File: src/verilog/port_gate_pkg.sv
// Shared constants and types for the port clock gating block.
// Assumes a 32-bit AXI4-Lite register bus and a single 200 MHz clock.
package port_gate_pkg;

    // ==========================================================
    // Sizes
    localparam int unsigned NUM_PORTS = 8;
    localparam int unsigned ADDR_W = 12;
    localparam int unsigned DATA_W = 32;

    // ==========================================================
    // Register map (byte offsets from the system control base)
    localparam logic [31:0] SYSCTL_BASE = 32'h400f_e000;
    localparam logic [11:0] RUN_CLOCK_CONFIG_OFF = 12'h060;
    localparam logic [11:0] RUN_PORT_CLOCK_ENABLE_OFF = 12'h108;
    localparam logic [11:0] SLEEP_PORT_CLOCK_ENABLE_OFF = 12'h118;
    localparam logic [11:0] DEEP_SLEEP_PORT_CLOCK_ENABLE_OFF = 12'h128;
    localparam logic [11:0] IRQ_STATUS_OFF = 12'h200;
    localparam logic [11:0] IRQ_MASK_OFF = 12'h204;
    localparam logic [11:0] POWER_STATE_OFF = 12'h208;

    // ==========================================================
    // Field positions and reset values
    localparam int unsigned AUTO_SLEEP_GATE_SELECT_BIT = 27;
    localparam logic [7:0] PORT_ENABLE_RESET = 8'h00;
    localparam logic [31:0] RUN_CLOCK_CONFIG_RESET = 32'h0000_0000;
    localparam int unsigned IRQ_FAULT_BIT = 0;
    localparam int unsigned IRQ_MODE_BIT = 1;
    localparam logic [1:0] IRQ_RESET = 2'h0;

    // ==========================================================
    // AXI responses
    localparam logic [1:0] RESP_OKAY = 2'h0;
    localparam logic [1:0] RESP_SLVERR = 2'h2;

    typedef enum logic [1:0] {
        MODE_RUN,
        MODE_SLEEP,
        MODE_DEEP_SLEEP
    } power_mode_type;

    typedef struct packed {
        logic valid;
        logic write;
        logic [2:0] port;
    } port_access_type;

    typedef struct packed {
        logic fault;
        logic [1:0] resp;
    } port_answer_type;

endpackage
File: src/verilog/gate_select.sv
// Chooses the active port clock enable set from the power mode.
// Assumes the power mode input is stable for at least a cycle.
`timescale 1ns/10ps
module gate_select (
    input wire port_gate_pkg::power_mode_type mode,
    input wire logic auto_sleep_gate_select,
    input wire logic [7:0] run_port_clock_enable,
    input wire logic [7:0] sleep_port_clock_enable,
    input wire logic [7:0] deep_sleep_port_clock_enable,
    output logic [7:0] port_enable
);

    always_comb begin
        port_enable = run_port_clock_enable;
        if (auto_sleep_gate_select) begin
            unique case (mode)
                port_gate_pkg::MODE_RUN: port_enable = run_port_clock_enable;
                port_gate_pkg::MODE_SLEEP: port_enable = sleep_port_clock_enable;
                port_gate_pkg::MODE_DEEP_SLEEP: begin
                    port_enable = deep_sleep_port_clock_enable;
                end
                default: port_enable = run_port_clock_enable;
            endcase
        end
    end

endmodule

File: src/verilog/port_clock_gate.sv
// Port clock gating control with an AXI4-Lite register slave.
// Assumes aclk at 200 MHz, synchronous active-low reset, and that the
// power-mode controller drives power_mode synchronous to aclk.
//
// Behaviour
// - One enable per port, bits 7:0, port A at bit 0, set means clocked.
// - A clear enable stops the port clock and holds the port disabled.
// - Any access to a gated port while clk_en is high answers with a bus fault.
// - Deep-sleep enables reset to zero, all ports unclocked.
// - Run, sleep and deep-sleep enable sets apply in their own modes.
// - Sleep and deep-sleep enable sets apply only with automatic sleep gating selected.
// - Bits 31:8 read zero and ignore writes.
// - Deep-sleep enable register decodes at offset 0x128.
//
// The implementer's own choice: the AXI4-Lite interface to the registers.
`timescale 1ns/10ps
module port_clock_gate (
    input wire logic aclk,
    input wire logic aresetn,
    input wire logic clk_en,
    input wire logic [11:0] s_axi_awaddr,
    input wire logic s_axi_awvalid,
    output logic s_axi_awready,
    input wire logic [31:0] s_axi_wdata,
    input wire logic [3:0] s_axi_wstrb,
    input wire logic s_axi_wvalid,
    output logic s_axi_wready,
    output logic [1:0] s_axi_bresp,
    output logic s_axi_bvalid,
    input wire logic s_axi_bready,
    input wire logic [11:0] s_axi_araddr,
    input wire logic s_axi_arvalid,
    output logic s_axi_arready,
    output logic [31:0] s_axi_rdata,
    output logic [1:0] s_axi_rresp,
    output logic s_axi_rvalid,
    input wire logic s_axi_rready,
    input wire port_gate_pkg::power_mode_type power_mode,
    input wire port_gate_pkg::port_access_type port_access,
    output port_gate_pkg::port_answer_type port_answer,
    output logic [7:0] port_clock_on,
    output logic [7:0] port_disable,
    output logic irq
);

    // ==========================================================
    // Registers
    logic [31:0] run_clock_config_q;
    logic [7:0] run_port_clock_enable_q;
    logic [7:0] sleep_port_clock_enable_q;
    logic [7:0] deep_sleep_port_clock_enable_q;
    logic [1:0] irq_status_q;
    logic [1:0] irq_mask_q;
    port_gate_pkg::power_mode_type mode_q;
    logic [7:0] port_clock_on_q;
    port_gate_pkg::port_answer_type port_answer_q;

    // Write channel capture; address and data may arrive in either order.
    logic aw_held_q;
    logic w_held_q;
    logic [11:0] aw_addr_q;
    logic [31:0] w_data_q;
    logic [3:0] w_strb_q;
    logic bvalid_q;
    logic [1:0] bresp_q;
    logic rvalid_q;
    logic [31:0] rdata_q;
    logic [1:0] rresp_q;

    logic [7:0] port_enable;
    port_gate_pkg::port_answer_type answer_d;
    logic wr_fire;
    logic [1:0] irq_set;
    logic [1:0] irq_clear;

    // Merges byte lanes of a write into an old register value.
    function automatic logic [31:0] merge_bytes(input logic [31:0] old_val,
                                                input logic [31:0] new_val,
                                                input logic [3:0] strb);
        logic [31:0] res;
        res = old_val;
        for (int i = 0; i < 4; i++) begin
            if (strb[i]) begin
                res[i*8 +: 8] = new_val[i*8 +: 8];
            end
        end
        return res;
    endfunction

    // Byte offset of the aligned word that an address falls in.
    function automatic logic [11:0] word_offset(input logic [11:0] addr);
        return {addr[11:2], 2'b00};
    endfunction

    // Only the listed word offsets answer OKAY; the rest answer SLVERR.
    function automatic logic addr_mapped(input logic [11:0] addr);
        logic [11:0] word;
        word = word_offset(addr);
        return word == port_gate_pkg::RUN_CLOCK_CONFIG_OFF
            || word == port_gate_pkg::RUN_PORT_CLOCK_ENABLE_OFF
            || word == port_gate_pkg::SLEEP_PORT_CLOCK_ENABLE_OFF
            || word == port_gate_pkg::DEEP_SLEEP_PORT_CLOCK_ENABLE_OFF
            || word == port_gate_pkg::IRQ_STATUS_OFF
            || word == port_gate_pkg::IRQ_MASK_OFF
            || word == port_gate_pkg::POWER_STATE_OFF;
    endfunction

    // ==========================================================
    // Gating selection and access checking
    gate_select u_gate_select (
        .mode(mode_q),
        .auto_sleep_gate_select(run_clock_config_q[port_gate_pkg::AUTO_SLEEP_GATE_SELECT_BIT]),
        .run_port_clock_enable(run_port_clock_enable_q),
        .sleep_port_clock_enable(sleep_port_clock_enable_q),
        .deep_sleep_port_clock_enable(deep_sleep_port_clock_enable_q),
        .port_enable(port_enable)
    );

    port_fault_check u_port_fault_check (
        .access(port_access),
        .port_enable(port_clock_on_q),
        .answer(answer_d)
    );

    // ==========================================================
    // AXI write path
    // Readies drop while clk_en is low, so that no handshake completes against
    // frozen state; the master simply waits out the stall.
    assign s_axi_awready = clk_en && !aw_held_q && !bvalid_q;
    assign s_axi_wready = clk_en && !w_held_q && !bvalid_q;
    assign wr_fire = aw_held_q && w_held_q && !bvalid_q;

    always_ff @(posedge aclk) begin
        if (!aresetn) begin
            aw_held_q <= 1'b0;
            aw_addr_q <= 12'h000;
        end else if (clk_en) begin
            if (s_axi_awvalid && s_axi_awready) begin
                aw_held_q <= 1'b1;
                aw_addr_q <= s_axi_awaddr;
            end else if (wr_fire) begin
                aw_held_q <= 1'b0;
            end
        end
    end

    always_ff @(posedge aclk) begin
        if (!aresetn) begin
            w_held_q <= 1'b0;
            w_data_q <= 32'h0000_0000;
            w_strb_q <= 4'h0;
        end else if (clk_en) begin
            if (s_axi_wvalid && s_axi_wready) begin
                w_held_q <= 1'b1;
                w_data_q <= s_axi_wdata;
                w_strb_q <= s_axi_wstrb;
            end else if (wr_fire) begin
                w_held_q <= 1'b0;
            end
        end
    end

    always_ff @(posedge aclk) begin
        if (!aresetn) begin
            bvalid_q <= 1'b0;
            bresp_q <= port_gate_pkg::RESP_OKAY;
        end else if (clk_en) begin
            if (wr_fire) begin
                bvalid_q <= 1'b1;
                bresp_q <= addr_mapped(aw_addr_q) ? port_gate_pkg::RESP_OKAY
                                                  : port_gate_pkg::RESP_SLVERR;
            end else if (s_axi_bready) begin
                bvalid_q <= 1'b0;
            end
        end
    end

    // ==========================================================
    // Register writes
    always_ff @(posedge aclk) begin
        if (!aresetn) begin
            run_clock_config_q <= port_gate_pkg::RUN_CLOCK_CONFIG_RESET;
            run_port_clock_enable_q <= port_gate_pkg::PORT_ENABLE_RESET;
            sleep_port_clock_enable_q <= port_gate_pkg::PORT_ENABLE_RESET;
            deep_sleep_port_clock_enable_q <= port_gate_pkg::PORT_ENABLE_RESET;
            irq_mask_q <= port_gate_pkg::IRQ_RESET;
        end else if (clk_en && wr_fire) begin
            unique case (word_offset(aw_addr_q))
                port_gate_pkg::RUN_CLOCK_CONFIG_OFF:
                    run_clock_config_q <= merge_bytes(run_clock_config_q, w_data_q, w_strb_q);
                port_gate_pkg::RUN_PORT_CLOCK_ENABLE_OFF:
                    if (w_strb_q[0]) run_port_clock_enable_q <= w_data_q[7:0];
                port_gate_pkg::SLEEP_PORT_CLOCK_ENABLE_OFF:
                    if (w_strb_q[0]) sleep_port_clock_enable_q <= w_data_q[7:0];
                // Upper bits of the write are dropped.
                port_gate_pkg::DEEP_SLEEP_PORT_CLOCK_ENABLE_OFF:
                    if (w_strb_q[0]) deep_sleep_port_clock_enable_q <= w_data_q[7:0];
                port_gate_pkg::IRQ_MASK_OFF:
                    if (w_strb_q[0]) irq_mask_q <= w_data_q[1:0];
                default: begin
                end
            endcase
        end
    end

    // ==========================================================
    // Interrupt status: set wins over a write-one clear.
    // Events are gathered by bit position so the status layout lives in one place.
    always_comb begin
        irq_set = 2'b00;
        irq_set[port_gate_pkg::IRQ_FAULT_BIT] = answer_d.fault;
        irq_set[port_gate_pkg::IRQ_MODE_BIT] = power_mode != mode_q;
    end

    // Only the low byte lane carries status bits, so only it can clear them.
    assign irq_clear = (wr_fire && w_strb_q[0]
                        && word_offset(aw_addr_q) == port_gate_pkg::IRQ_STATUS_OFF)
                       ? w_data_q[1:0] : 2'b00;

    always_ff @(posedge aclk) begin
        if (!aresetn) begin
            irq_status_q <= port_gate_pkg::IRQ_RESET;
        end else if (clk_en) begin
            irq_status_q <= (irq_status_q & ~irq_clear) | irq_set;
        end
    end

    assign irq = |(irq_status_q & irq_mask_q);

    // ==========================================================
    // Power mode tracking, port clock gates and access answers
    always_ff @(posedge aclk) begin
        if (!aresetn) begin
            mode_q <= port_gate_pkg::MODE_RUN;
        end else if (clk_en) begin
            mode_q <= power_mode;
        end
    end

    always_ff @(posedge aclk) begin
        if (!aresetn) begin
            port_clock_on_q <= port_gate_pkg::PORT_ENABLE_RESET;
        end else if (clk_en) begin
            port_clock_on_q <= port_enable;
        end
    end

    // The gate enables are registered so each port's clock gate sees a
    // glitch-free level; a port's own gating cell does the actual stopping.
    assign port_clock_on = port_clock_on_q;
    assign port_disable = ~port_clock_on_q;

    always_ff @(posedge aclk) begin
        if (!aresetn) begin
            port_answer_q <= '0;
        end else if (clk_en) begin
            port_answer_q <= answer_d;
        end
    end

    assign port_answer = port_answer_q;

    // ==========================================================
    // AXI read path
    assign s_axi_arready = clk_en && !rvalid_q;

    always_ff @(posedge aclk) begin
        if (!aresetn) begin
            rvalid_q <= 1'b0;
            rdata_q <= 32'h0000_0000;
            rresp_q <= port_gate_pkg::RESP_OKAY;
        end else if (clk_en) begin
            if (s_axi_arvalid && !rvalid_q) begin
                rvalid_q <= 1'b1;
                rresp_q <= addr_mapped(s_axi_araddr) ? port_gate_pkg::RESP_OKAY
                                                     : port_gate_pkg::RESP_SLVERR;
                unique case (word_offset(s_axi_araddr))
                    port_gate_pkg::RUN_CLOCK_CONFIG_OFF: rdata_q <= run_clock_config_q;
                    port_gate_pkg::RUN_PORT_CLOCK_ENABLE_OFF:
                        rdata_q <= {24'h000000, run_port_clock_enable_q};
                    port_gate_pkg::SLEEP_PORT_CLOCK_ENABLE_OFF:
                        rdata_q <= {24'h000000, sleep_port_clock_enable_q};
                    port_gate_pkg::DEEP_SLEEP_PORT_CLOCK_ENABLE_OFF:
                        rdata_q <= {24'h000000, deep_sleep_port_clock_enable_q};
                    port_gate_pkg::IRQ_STATUS_OFF: rdata_q <= {30'h0, irq_status_q};
                    port_gate_pkg::IRQ_MASK_OFF: rdata_q <= {30'h0, irq_mask_q};
                    port_gate_pkg::POWER_STATE_OFF:
                        rdata_q <= {14'h0, mode_q, 8'h00, port_clock_on_q};
                    default: rdata_q <= 32'h0000_0000;
                endcase
            end else if (s_axi_rready) begin
                rvalid_q <= 1'b0;
            end
        end
    end

    assign s_axi_bvalid = bvalid_q;
    assign s_axi_bresp = bresp_q;
    assign s_axi_rvalid = rvalid_q;
    assign s_axi_rdata = rdata_q;
    assign s_axi_rresp = rresp_q;

endmodule

File: src/verilog/port_fault_check.sv
// Answers an access aimed at a port: a gated port yields a bus fault.
// Assumes the access request is a single-cycle descriptor.
`timescale 1ns/10ps
module port_fault_check (
    input wire port_gate_pkg::port_access_type access,
    input wire logic [7:0] port_enable,
    output port_gate_pkg::port_answer_type answer
);

    always_comb begin
        answer.fault = access.valid && !port_enable[access.port];
        answer.resp = answer.fault ? port_gate_pkg::RESP_SLVERR : port_gate_pkg::RESP_OKAY;
    end

endmodule

File: config.mk
export PLATFORM = sky130hd
export DESIGN_NAME = port_clock_gate
export DESIGN_NICKNAME = d
export VERILOG_FILES = /design/src/verilog/port_gate_pkg.sv /design/src/verilog/gate_select.sv /design/src/verilog/port_clock_gate.sv /design/src/verilog/port_fault_check.sv
export SDC_FILE = /design/constraint.sdc
export NUM_CORES = 1
export LEC_CHECK = 0
export BUFFER_PORTS_ARGS = -buffer_cell sky130_fd_sc_hd__buf_2
export CORE_MARGIN = 4
export CORE_UTILIZATION = 30
export CTS_CLUSTER_DIAMETER = 100
export DETAILED_ROUTE_END_ITERATION = 7
export GPL_ROUTABILITY_DRIVEN = 0
export SLEW_MARGIN = 10
export SYNTH_ARGS = -nofsm -noshare
export SYNTH_HDL_FRONTEND = slang
export SYNTH_SLANG_ARGS = --single-unit
File: constraint.sdc
create_clock -name aclk -period 2.6 [get_ports aclk]
set_clock_uncertainty 0.15 [all_clocks]
set_input_delay 0.52 -clock aclk [delete_from_list [all_inputs] [get_ports aclk]]
set_output_delay 0.52 -clock aclk [all_outputs]
set_load 0.05 [all_outputs]
=== Word level (Yosys, flattened, before mapping) ===
Cells that the tools add are included.

* Output and inout port bits: 61
* Input port bits: 75
* Logic and storage cells: 114
* Register bits: 161

* Reduce and logical (&&, ||, !) cells: 52
* Bitwise operators: 5
* Order comparisons: 1
* Eq/ne operators: 17
* Multiplexer cells: 16

{| class="wikitable"
|+ Operators with widths
! operator !! number
|-
| one-hot mux 32 bit (7 select lines) || 1
|-
| equality test 10 x 7 -> 1 bit (second input constant) || 6
|-
| equality test 10 x 8 -> 1 bit (second input constant) || 6
|-
| AND reduction 3 bit || 8
|-
| equality test 10 x 5 -> 1 bit (second input constant) || 2
|-
| one-hot mux 8 bit (2 select lines) || 1
|-
| AND reduction 2 bit || 8
|-
| logical AND 1 bit || 14
|-
| logical OR 1 bit || 12
|-
| two-way mux 1 bit || 8
|-
| two-way mux 2 bit || 4
|-
| two-way mux 8 bit || 1
|-
| NOT 8 bit || 1
|-
| nonzero test 2 bit || 4
|-
| zero test 1 bit || 5
|-
| bitwise AND 2 bit || 2
|-
| less-than comparator 3 x 4 -> 1 bit (second input constant) || 1
|-
| binary-select mux 1 bit (select 3 bit) || 1
|-
| equality test 2 x 1 -> 1 bit (second input constant) || 1
|-
| equality test 2 bit (second input constant) || 1
|-
| inequality test 2 bit || 1
|-
| NOT 2 bit || 1
|-
| OR 2 bit || 1
|-
| OR reduction 2 bit || 1
|}

=== Logic depth before layout (Yosys ltp) ===
Gate-level depths: netlist of run 1.

* Depth after elaboration: 8
* Depth in mapped cells: 9
* Mapped depth without buffers: 7

=== Cells and area by module ===
A second synthesis of run 1 with hierarchy kept.

* Cell total of the unflattened synthesis: 754
* Area total of the unflattened synthesis: 6809.0 µm²

{| class="wikitable"
|+ By module, submodules not included
! module !! cells an instance !! area an instance (µm²) !! instances
|-
| port_clock_gate || 720 || 6453.7 || 1
|-
| gate_select || 24 || 262.8 || 1
|-
| port_fault_check || 10 || 92.6 || 1
|}

=== Least setup slack after synthesis of run 1 ===
OpenSTA, ideal clock, no wires.

* Path type: input to register
* Start point: input port clk_en
* End point: register w_data_q[10]
* Data required time: 2374 ps
* Buffers on the path: 3
* Slack: 6 ps
* Data arrival time: 2369 ps
* Stages on the path: 8
* Cells stage by stage: buf_6 -> nand2b_1 -> nor2_1 -> and2_1 -> clkbuf_1 -> clkbuf_1 -> nand2_1 -> a21boi_0

* Word-level cells in the longest chain between the ends: 4

{| class="wikitable"
|+ RTL lines
! item !! line !! text
|-
| from (decl) || port_clock_gate.sv:20 || <nowiki>input wire logic clk_en,</nowiki>
|-
| logical AND 1 bit (2 in series) || port_clock_gate.sv:130 || <nowiki>assign s_axi_wready = clk_en && !w_held_q && !bvalid_q;</nowiki>
|-
| via s_axi_wready || port_clock_gate.sv:27 || <nowiki>output logic s_axi_wready,</nowiki>
|-
| logical AND 1 bit || port_clock_gate.sv:153 || <nowiki>if (s_axi_wvalid && s_axi_wready) begin</nowiki>
|-
| AND reduction 2 bit (no source line) || n/a ||
|-
| to (signal assigned) || port_clock_gate.sv:155 || <nowiki>w_data_q <= s_axi_wdata;</nowiki>
|-
| to (decl) || port_clock_gate.sv:62 || <nowiki>logic [31:0] w_data_q;</nowiki>
|}

The timed path passes the listed nets, and every way through them passes these cells.
A chain may end at the register's enable or synchronous reset.

=== Worst setup path in the final report of run 1 ===
* Start point: register aw_addr_q[7]
* End point: register sleep_port_clock_enable_q[0]

* Word-level cells in the longest chain between the ends: 2

{| class="wikitable"
|+ RTL lines
! item !! line !! text
|-
| from (decl) || port_clock_gate.sv:61 || <nowiki>logic [11:0] aw_addr_q;</nowiki>
|-
| from (signal assigned) || port_clock_gate.sv:140 || <nowiki>aw_addr_q <= s_axi_awaddr;</nowiki>
|-
| equality test 10 x 7 -> 1 bit || port_clock_gate.sv:188 || <nowiki>unique case (word_offset(aw_addr_q))</nowiki>
|-
| AND reduction 3 bit (no source line) || n/a ||
|-
| to (signal assigned) || port_clock_gate.sv:184 || <nowiki>sleep_port_clock_enable_q <= port_gate_pkg::PORT_ENABLE_RESET;</nowiki>
|-
| to (signal assigned) || port_clock_gate.sv:194 || <nowiki>if (w_strb_q[0]) sleep_port_clock_enable_q <= w_data_q[7:0];</nowiki>
|-
| to (decl) || port_clock_gate.sv:50 || <nowiki>logic [7:0] sleep_port_clock_enable_q;</nowiki>
|}

No other way between the ends.

==> results of run 1 <==
registers in the layout, indices dropped and copies added (netlist names), 8 cells and up:
| register | flops |
|---|---|
| sleep_port_clock_enable_q | 8 |
| deep_sleep_port_clock_enable_q | 8 |
| s_axi_rdata | 32 |
| run_port_clock_enable_q | 8 |
| w_data_q | 32 |
| port_clock_on | 8 |
| aw_addr_q | 10 |
| run_clock_config_q | 32 |
tightest hold or removal path: cells and delay by family:
| kind | cells | cell delay (ns) |
|---|---|---|
| buffers and inverters | 1 | 0.09 |
| AO/OA/AOI/OAI | 1 | 0.06 |
| AND/OR/NAND/NOR | 1 | 0.04 |
kinds of logic (layout without fill, tap and decap cells):
| kind of cell | after synthesis | in the layout |
|---|---|---|
| AO/OA/AOI/OAI | 182 | 182 |
| XOR/XNOR | 2 | 2 |
| flip-flops | 155 | 155 |
| buffers and inverters | 73 | 190 |
| adder cells (fa/ha/maj) | 2 | 2 |
| AND/OR/NAND/NOR | 305 | 305 |
| other | 1 | 3 |
| multiplexers | 41 | 41 |
power groups by stage:
stage	Sequential (mW)	Combinational [mW]	Clock, mW
3_5_place_dp	2.51	0.355	0
2_1_floorplan	2.51	0.225	0
4_1_cts	2.46	0.355	2.79
3_3_place_gp	2.51	0.353	0
6_report	2.46	0.351	2.72
5_1_grt	2.46	0.389	2.89
per-stage QoR:
step	area [µm²]	hold WS, ns	total power, mW	setup WS [ns]	cells
floorplan	6640	0.286	2.74	0.00578	763
global placement	7540	0.289	2.86	0.294	1129
detailed placement	7540	0.289	2.86	0.273	1129
CTS	8190	0.173	5.60	0.284	1160
global route	8190	0.182	5.74	0.0668	1160
finish	8190	0.191	5.52	0.310	1160
layout by cell type, fill, tap and decap left out, types with 16 or more instances in the layout:
cell type,Yosys,final
buf_2,8,126
a21boi_0,50,50
nand2_1,159,159
o21ai_0,51,51
buf_4,6,16
dfxtp_1,155,155
nand3_1,45,45
nor2b_1,52,52
a22oi_1,37,37
clkbuf_16,0,17
mux2i_1,39,39
final cells by class:
| class | count | area [µm²] |
|---|---|---|
| well taps | 280 | 350 |
| multi-input cells | 535 | 3230 |
| flip-flops and latches | 155 | 3100 |
| clock inverters | 14 | 219 |
| clock buffers | 17 | 425 |
| repair buffers | 145 | 811 |
| inverters | 14 | 52.6 |
| fillers | 2275 | 13600 |
routing by layer:
metal / vias to the layer above / GRT usage (%) / wire, µm
li1: 2833 / - / -
met1: 2446 / 22.1 / 9420
met2: 121 / 18.5 / 6760
met3: 20 / 2.99 / 783
met4: 0 / 4.46 / 258
met5: - / 0 / 0
path summary, 6_finish.rpt:
check | startpoint | endpoint | slack (ns)
worst max register to register | aw_addr_q[7] | sleep_port_clock_enable_q[0] | 0.31
worst max-delay path | aw_addr_q[7] | sleep_port_clock_enable_q[0] | 0.31
worst min-delay path | s_axi_awaddr[10] | aw_addr_q[10] | 0.19
worst min register to register | s_axi_rdata[16] | s_axi_rdata[16] | 0.30
==> flow_summary.yaml, run 1 <==
layout:
  drive_gt1_share_pct: 21.3
  fin_nets: 945
  antenna_cells: 0
  area_growth_pct: 23.4
  final_core_util_pct: 37.5
detailed_routing:
  routed-via-count: 5420
  detail-route-antenna-nets: 0
  dr.first_iter.drc_count: 415
  drc: 0
  wl_per_cell_um: 14.8
  drt-total-wl_mm: 17.2
  drt-pass1-iter-count: 4
  viasPerCell: 4.67
timing:
  setup_violations: 0
  relSlewSlack_pct: 61.9
  rsz0062_at_grt: "no"
  finalCritPeriodShare_pct: 88.1
  timing.final.crit_period_ns: 2.29
  fin_tns_setup_ns: 0
  fmax_ghz: 0.437
  drv_slew: 0
  finalHoldViolations: 0
  tightest_slew_ns: 0.569
worst_setup_path:
  worstRegToRegCells: 5
  slowest_delay_ns: 0.83
  endpoint_kind: "flop"
  path_buf_inv: 0
  crit_arrival_ns: 2.43
  crit_cells: 5
  crit_required_ns: 2.74
  slowest_stage: "or4_1"
  critPathKind: "reg -> reg"
  crit_path_frequent_cell: "nand3_1"
  worstPathCellList: "nor3_1 > nand3_1 > or4_1 > nand3_1 > o21ai_1"
  critPathMaxFanout: 16
  critPathTopFamily: "simple AND/OR/NAND/NOR gates"
  start_kind: "flop"
synthesis:
  synth_top_cell_by_area: "dfxtp_1"
  synth_ff_type: "dfxtp_1"
  synth.area.top_cells: "dfxtp_1 (47%), nand2_1 (9.0%), mux2i_1 (5.9%)"
  synth_most_common_cell: "nand2_1"
  netlist.area_leader.share_pct: 46.8
  ys_ff_latch: 155
  syn_avg_cell_area_um2: 8.72
  ys_seq_area_share_pct: 46.8
  synth_edf_count: 0
  synth_top_family_by_area: "simple AND/OR/NAND/NOR gates"
  async_flop_share_pct: 0
  synth_xor_area_share_pct: 0.264
  synth_area_um2: 6640
  synth-compound-area-share_pct: 18.5
  yosys_warnings: 0
  synthDistinctLibCells: 50
  synth-simple-area-share_pct: 22.7
  muxShareOfSynthArea_pct: 6.56
  synth_fa_ha_area_share_pct: 0.377
  synth_commonest_cells: "nand2_1 (159), dfxtp_1 (155), nor2b_1 (52)"
  synthCells: 761
cts:
  cts.reportedPaths.clkPinSlew_ns: 0.06
  cts_max_level: 4
  cts_setup_buffers: 0
  hold_buffers: 0
  clock-sinks: 155
  clk_root_buffer_cell: "clkbuf_16"
  clk_path_buf_depth: 2
  clkLatencyLatePin_ns: 0.42
  cts.repair.resized: 0
  cts_tree: "built"
  cts_buffers: 17
placement:
  dp_hpwl_mm: 12.6
  portBuffers: 127
worst_hold_path:
  hp-class: "in -> reg"
  whs_path_depth: 3
die:
  dieArea_um2: 24600
  dieWidth_um: 157
  core_area_um2: 21800
  ioPinCount: 136
  start_util_pct: 30.4
  die_y_um: 157
  num_rows: 54
power:
  vdd_drop_max_mv: 0.404
  clockPowerShare_pct: 49.2
  p_int_mw: 4.26
  p_sw_share_pct: 22.9
  seqPwrFrac_pct: 44.5
  p_switching_mw: 1.26
  comb_power_share_pct: 6.4
  power_density_nw_per_um2: 675
  leakagePower_nw: 3.08
global_route:
  grt_usage_pct: 14.0
  grt.overflow.total: 0
  grt_pass1_wl_mm: 27.2
  grt_pass1_vias: 4914
  grt_max_degree: 114
  antenna_found_initial: 0
status:
  outcome: "completed"
job:
  cap_violations: 0
No activity file was read; power rests on OpenSTA's default activity.
==> run 2, diff against run 1 <==
--- a/config.mk
+++ b/config.mk
@@ -6,4 +6,5 @@
 export NUM_CORES = 1
 export LEC_CHECK = 0
+export ABC_AREA = 1
 export BUFFER_PORTS_ARGS = -buffer_cell sky130_fd_sc_hd__buf_2
 export CORE_MARGIN = 4
--- a/constraint.sdc
+++ b/constraint.sdc
@@ -3,3 +3,3 @@
 set_input_delay 0.52 -clock aclk [delete_from_list [all_inputs] [get_ports aclk]]
 set_output_delay 0.52 -clock aclk [all_outputs]
-set_load 0.05 [all_outputs]
+set_load 0.02 [all_outputs]
==> run 2 against run 1 <==
Effect of this change:
- sequential power is 2% higher
- die area is 2.3% lower
- via count rose by 11%
- setup slack improved by 0.33 ns
- utilization rose by 0.10 points
- largest cell class is now registers
==> flow_summary.yaml, run 2 <==
worst_setup_path:
  path_buf_inv: 2
  critPathMaxFanout: 7
  critPathTopFamily: "flip-flops"
  crit_path_start: "s_axi_bvalid"
  rrSetupSlack_ns: 0.71
  endpoint_kind: "output pin"
  slowest_delay_ns: 0.33
  critPathKind: "reg -> out"
  slowest_stage: "dfxtp_1"
  worstPathCellList: "nor2_1 > inv_2 > nor2_4 > buf_2"
  r2r_start: "aw_held_q"
  crit_arrival_ns: 1.29
  crit_required_ns: 1.93
  start_kind: "flop"
detailed_routing:
  wl_met2_mm: 8.00
  viasPerCell: 4.67
  wl_met3_mm: 1.06
  drt-total-wl_mm: 18.2
  dr.first_iter.drc_count: 349
  wl_per_cell_um: 14.0
  met1Wirelength_mm: 8.72
  drc: 0
  routed-via-count: 6036
  highest_layer: "met5"
  detail-route-antenna-nets: 0
  drt-pass1-iter-count: 4
timing:
  finalCritPeriodShare_pct: 75.4
  timing.final.crit_period_ns: 1.96
  hold_slack_ns: 0.190
  finalHoldViolations: 0
  setup_violations: 0
  tightest_slew_ns: 0.669
  fin_tns_setup_ns: 0
  rsz0062_at_grt: "no"
  setup_slack_ns: 0.640
  drv_slew: 0
  relSlewSlack_pct: 55.3
  fmax_ghz: 0.510
synthesis:
  synth_area_um2: 6470
  async_flop_share_pct: 0
  yosys_warnings: 0
  ys_seq_area_share_pct: 47.9
  netlist.area_leader.share_pct: 47.9
  synth_xor_area_share_pct: 0.271
  synth_fa_ha_area_share_pct: 0.387
  synth_top_family_by_area: "simple AND/OR/NAND/NOR gates"
  synthDistinctLibCells: 30
  synth.area.top_cells: "dfxtp_1 (48%), o21ai_0 (12%), nor2_1 (11%)"
  synth_ff_type: "dfxtp_1"
  synthCells: 886
  ys_ff_latch: 155
  synth_most_common_cell: "nor2_1"
  synth_commonest_cells: "nor2_1 (188), o21ai_0 (159), dfxtp_1 (155)"
  synth-simple-area-share_pct: 24.1
  muxShareOfSynthArea_pct: 0
  synth_top_cell_by_area: "dfxtp_1"
  synth-compound-area-share_pct: 20.5
  syn_avg_cell_area_um2: 7.31
  synth_edf_count: 0
power:
  seqPwrFrac_pct: 46.9
  vdd_drop_max_mv: 0.472
  comb_power_share_pct: 8.8
  p_sw_share_pct: 27.6
  power_density_nw_per_um2: 677
  p_int_mw: 3.90
  clockPowerShare_pct: 44.3
  leakagePower_nw: 3.37
  p_switching_mw: 1.48
cts:
  cts_max_level: 4
  cts.repair.resized: 0
  cts_buffers: 17
  clock-sinks: 155
  clkLatencyLatePin_ns: 0.42
  cts_setup_buffers: 0
  clk_path_buf_depth: 2
  clk_root_buffer_cell: "clkbuf_16"
  hold_buffers: 0
  cts.reportedPaths.clkPinSlew_ns: 0.07
  cts_tree: "built"
placement:
  dp_hpwl_mm: 13.1
  dp.cells: 1259
  pre_cts_slack_ns: 0.453
  portBuffers: 127
  placed_area_um2: 7390
status:
  outcome: "completed"
layout:
  final_cell_mix: "nor2_1 (188), o21ai_0 (159), dfxtp_1 (155), buf_2 (126), nand2_1 (104)"
  final_cells: 1292
  multi_input_area_um2: 2940
  final_area_um2: 7960
  area_growth_pct: 22.9
  layout_commonest_cell: "nor2_1"
  seq_area_um2: 3100
  drive_gt1_share_pct: 19.7
  fin_nets: 1080
  fill_cells: 2245
worst_hold_path:
  worstHoldStart: "s_axi_wdata[8]"
  hp-class: "in -> reg"
global_route:
  antenna_found_initial: 7
  grt_pass1_vias: 5681
  grt.overflow.total: 0
  grt_max_degree: 71
  grt_pass1_wl_mm: 29.4
  grt_usage_pct: 15.2
die:
  die_y_um: 155
  start_util_pct: 30.6
  dieArea_um2: 24000
  num_rows: 53
  core_area_um2: 21200
  ioPinCount: 136
  dieWidth_um: 155
job:
  cap_violations: 0
[run 2: cell families (layout without fill, tap and decap cells)]
kind of cell	after synthesis	count (layout)
and+or+nand+nor	362	362
AOI/OAI and AO/OA	258	258
adders and majority gates	2	2
other	1	4
buffers and inverters	106	234
xor gates and xnor gates	2	2
DFF	155	155
[run 2: tightest hold or removal path: stages]
cell     delay (ns)
buf_2          0.07
o21ai_0        0.07
nor2_1         0.07
[run 2: power groups by stage]
stage | Clock [mW] | Sequential (mW) | Combinational, mW
floorplan | 0 | 2.60 | 0.270
global placement | 0 | 2.57 | 0.475
detailed placement | 0 | 2.58 | 0.481
CTS | 2.44 | 2.52 | 0.483
global route | 2.55 | 2.54 | 0.539
finish | 2.39 | 2.52 | 0.475
[run 2: per-layer routing]
| metal | global-route usage (%) | up-vias |
|---|---|---|
| li1 | - | 3156 |
| met1 | 20.5 | 2680 |
| met2 | 23.8 | 154 |
| met3 | 4.42 | 34 |
| met4 | 4.37 | 12 |
| met5 | 0 | - |
[run 2: stage by stage]
| step | total power [mW] | utilization [%] |
|---|---|---|
| 2_1_floorplan | 2.87 | - |
| 3_3_place_gp | 3.05 | 34.9 |
| 3_5_place_dp | 3.06 | 34.9 |
| 4_1_cts | 5.45 | 37.6 |
| 5_1_grt | 5.63 | 37.6 |
| 6_report | 5.39 | 37.6 |
[run 2: area by class of cell]
type                            count  share of cell area, %
Sequential cell                   155                   39.0
Inverter                           61                   2.88
Antenna cell                        1                 0.0314
Timing Repair Buffer              141                   9.81
Clock inverter                     13                   1.62
Tap cell                          275                   4.32
Multi-Input combinational cell    627                   36.9
Clock buffer                       19                   5.44
[run 2: final timing paths]
path,to,depth (start not counted)
worst max-delay path,s_axi_awready,4
worst min-delay path,w_data_q[8],3
worst max register to register,run_clock_config_q[12],9
worst min register to register,s_axi_rdata[22],2
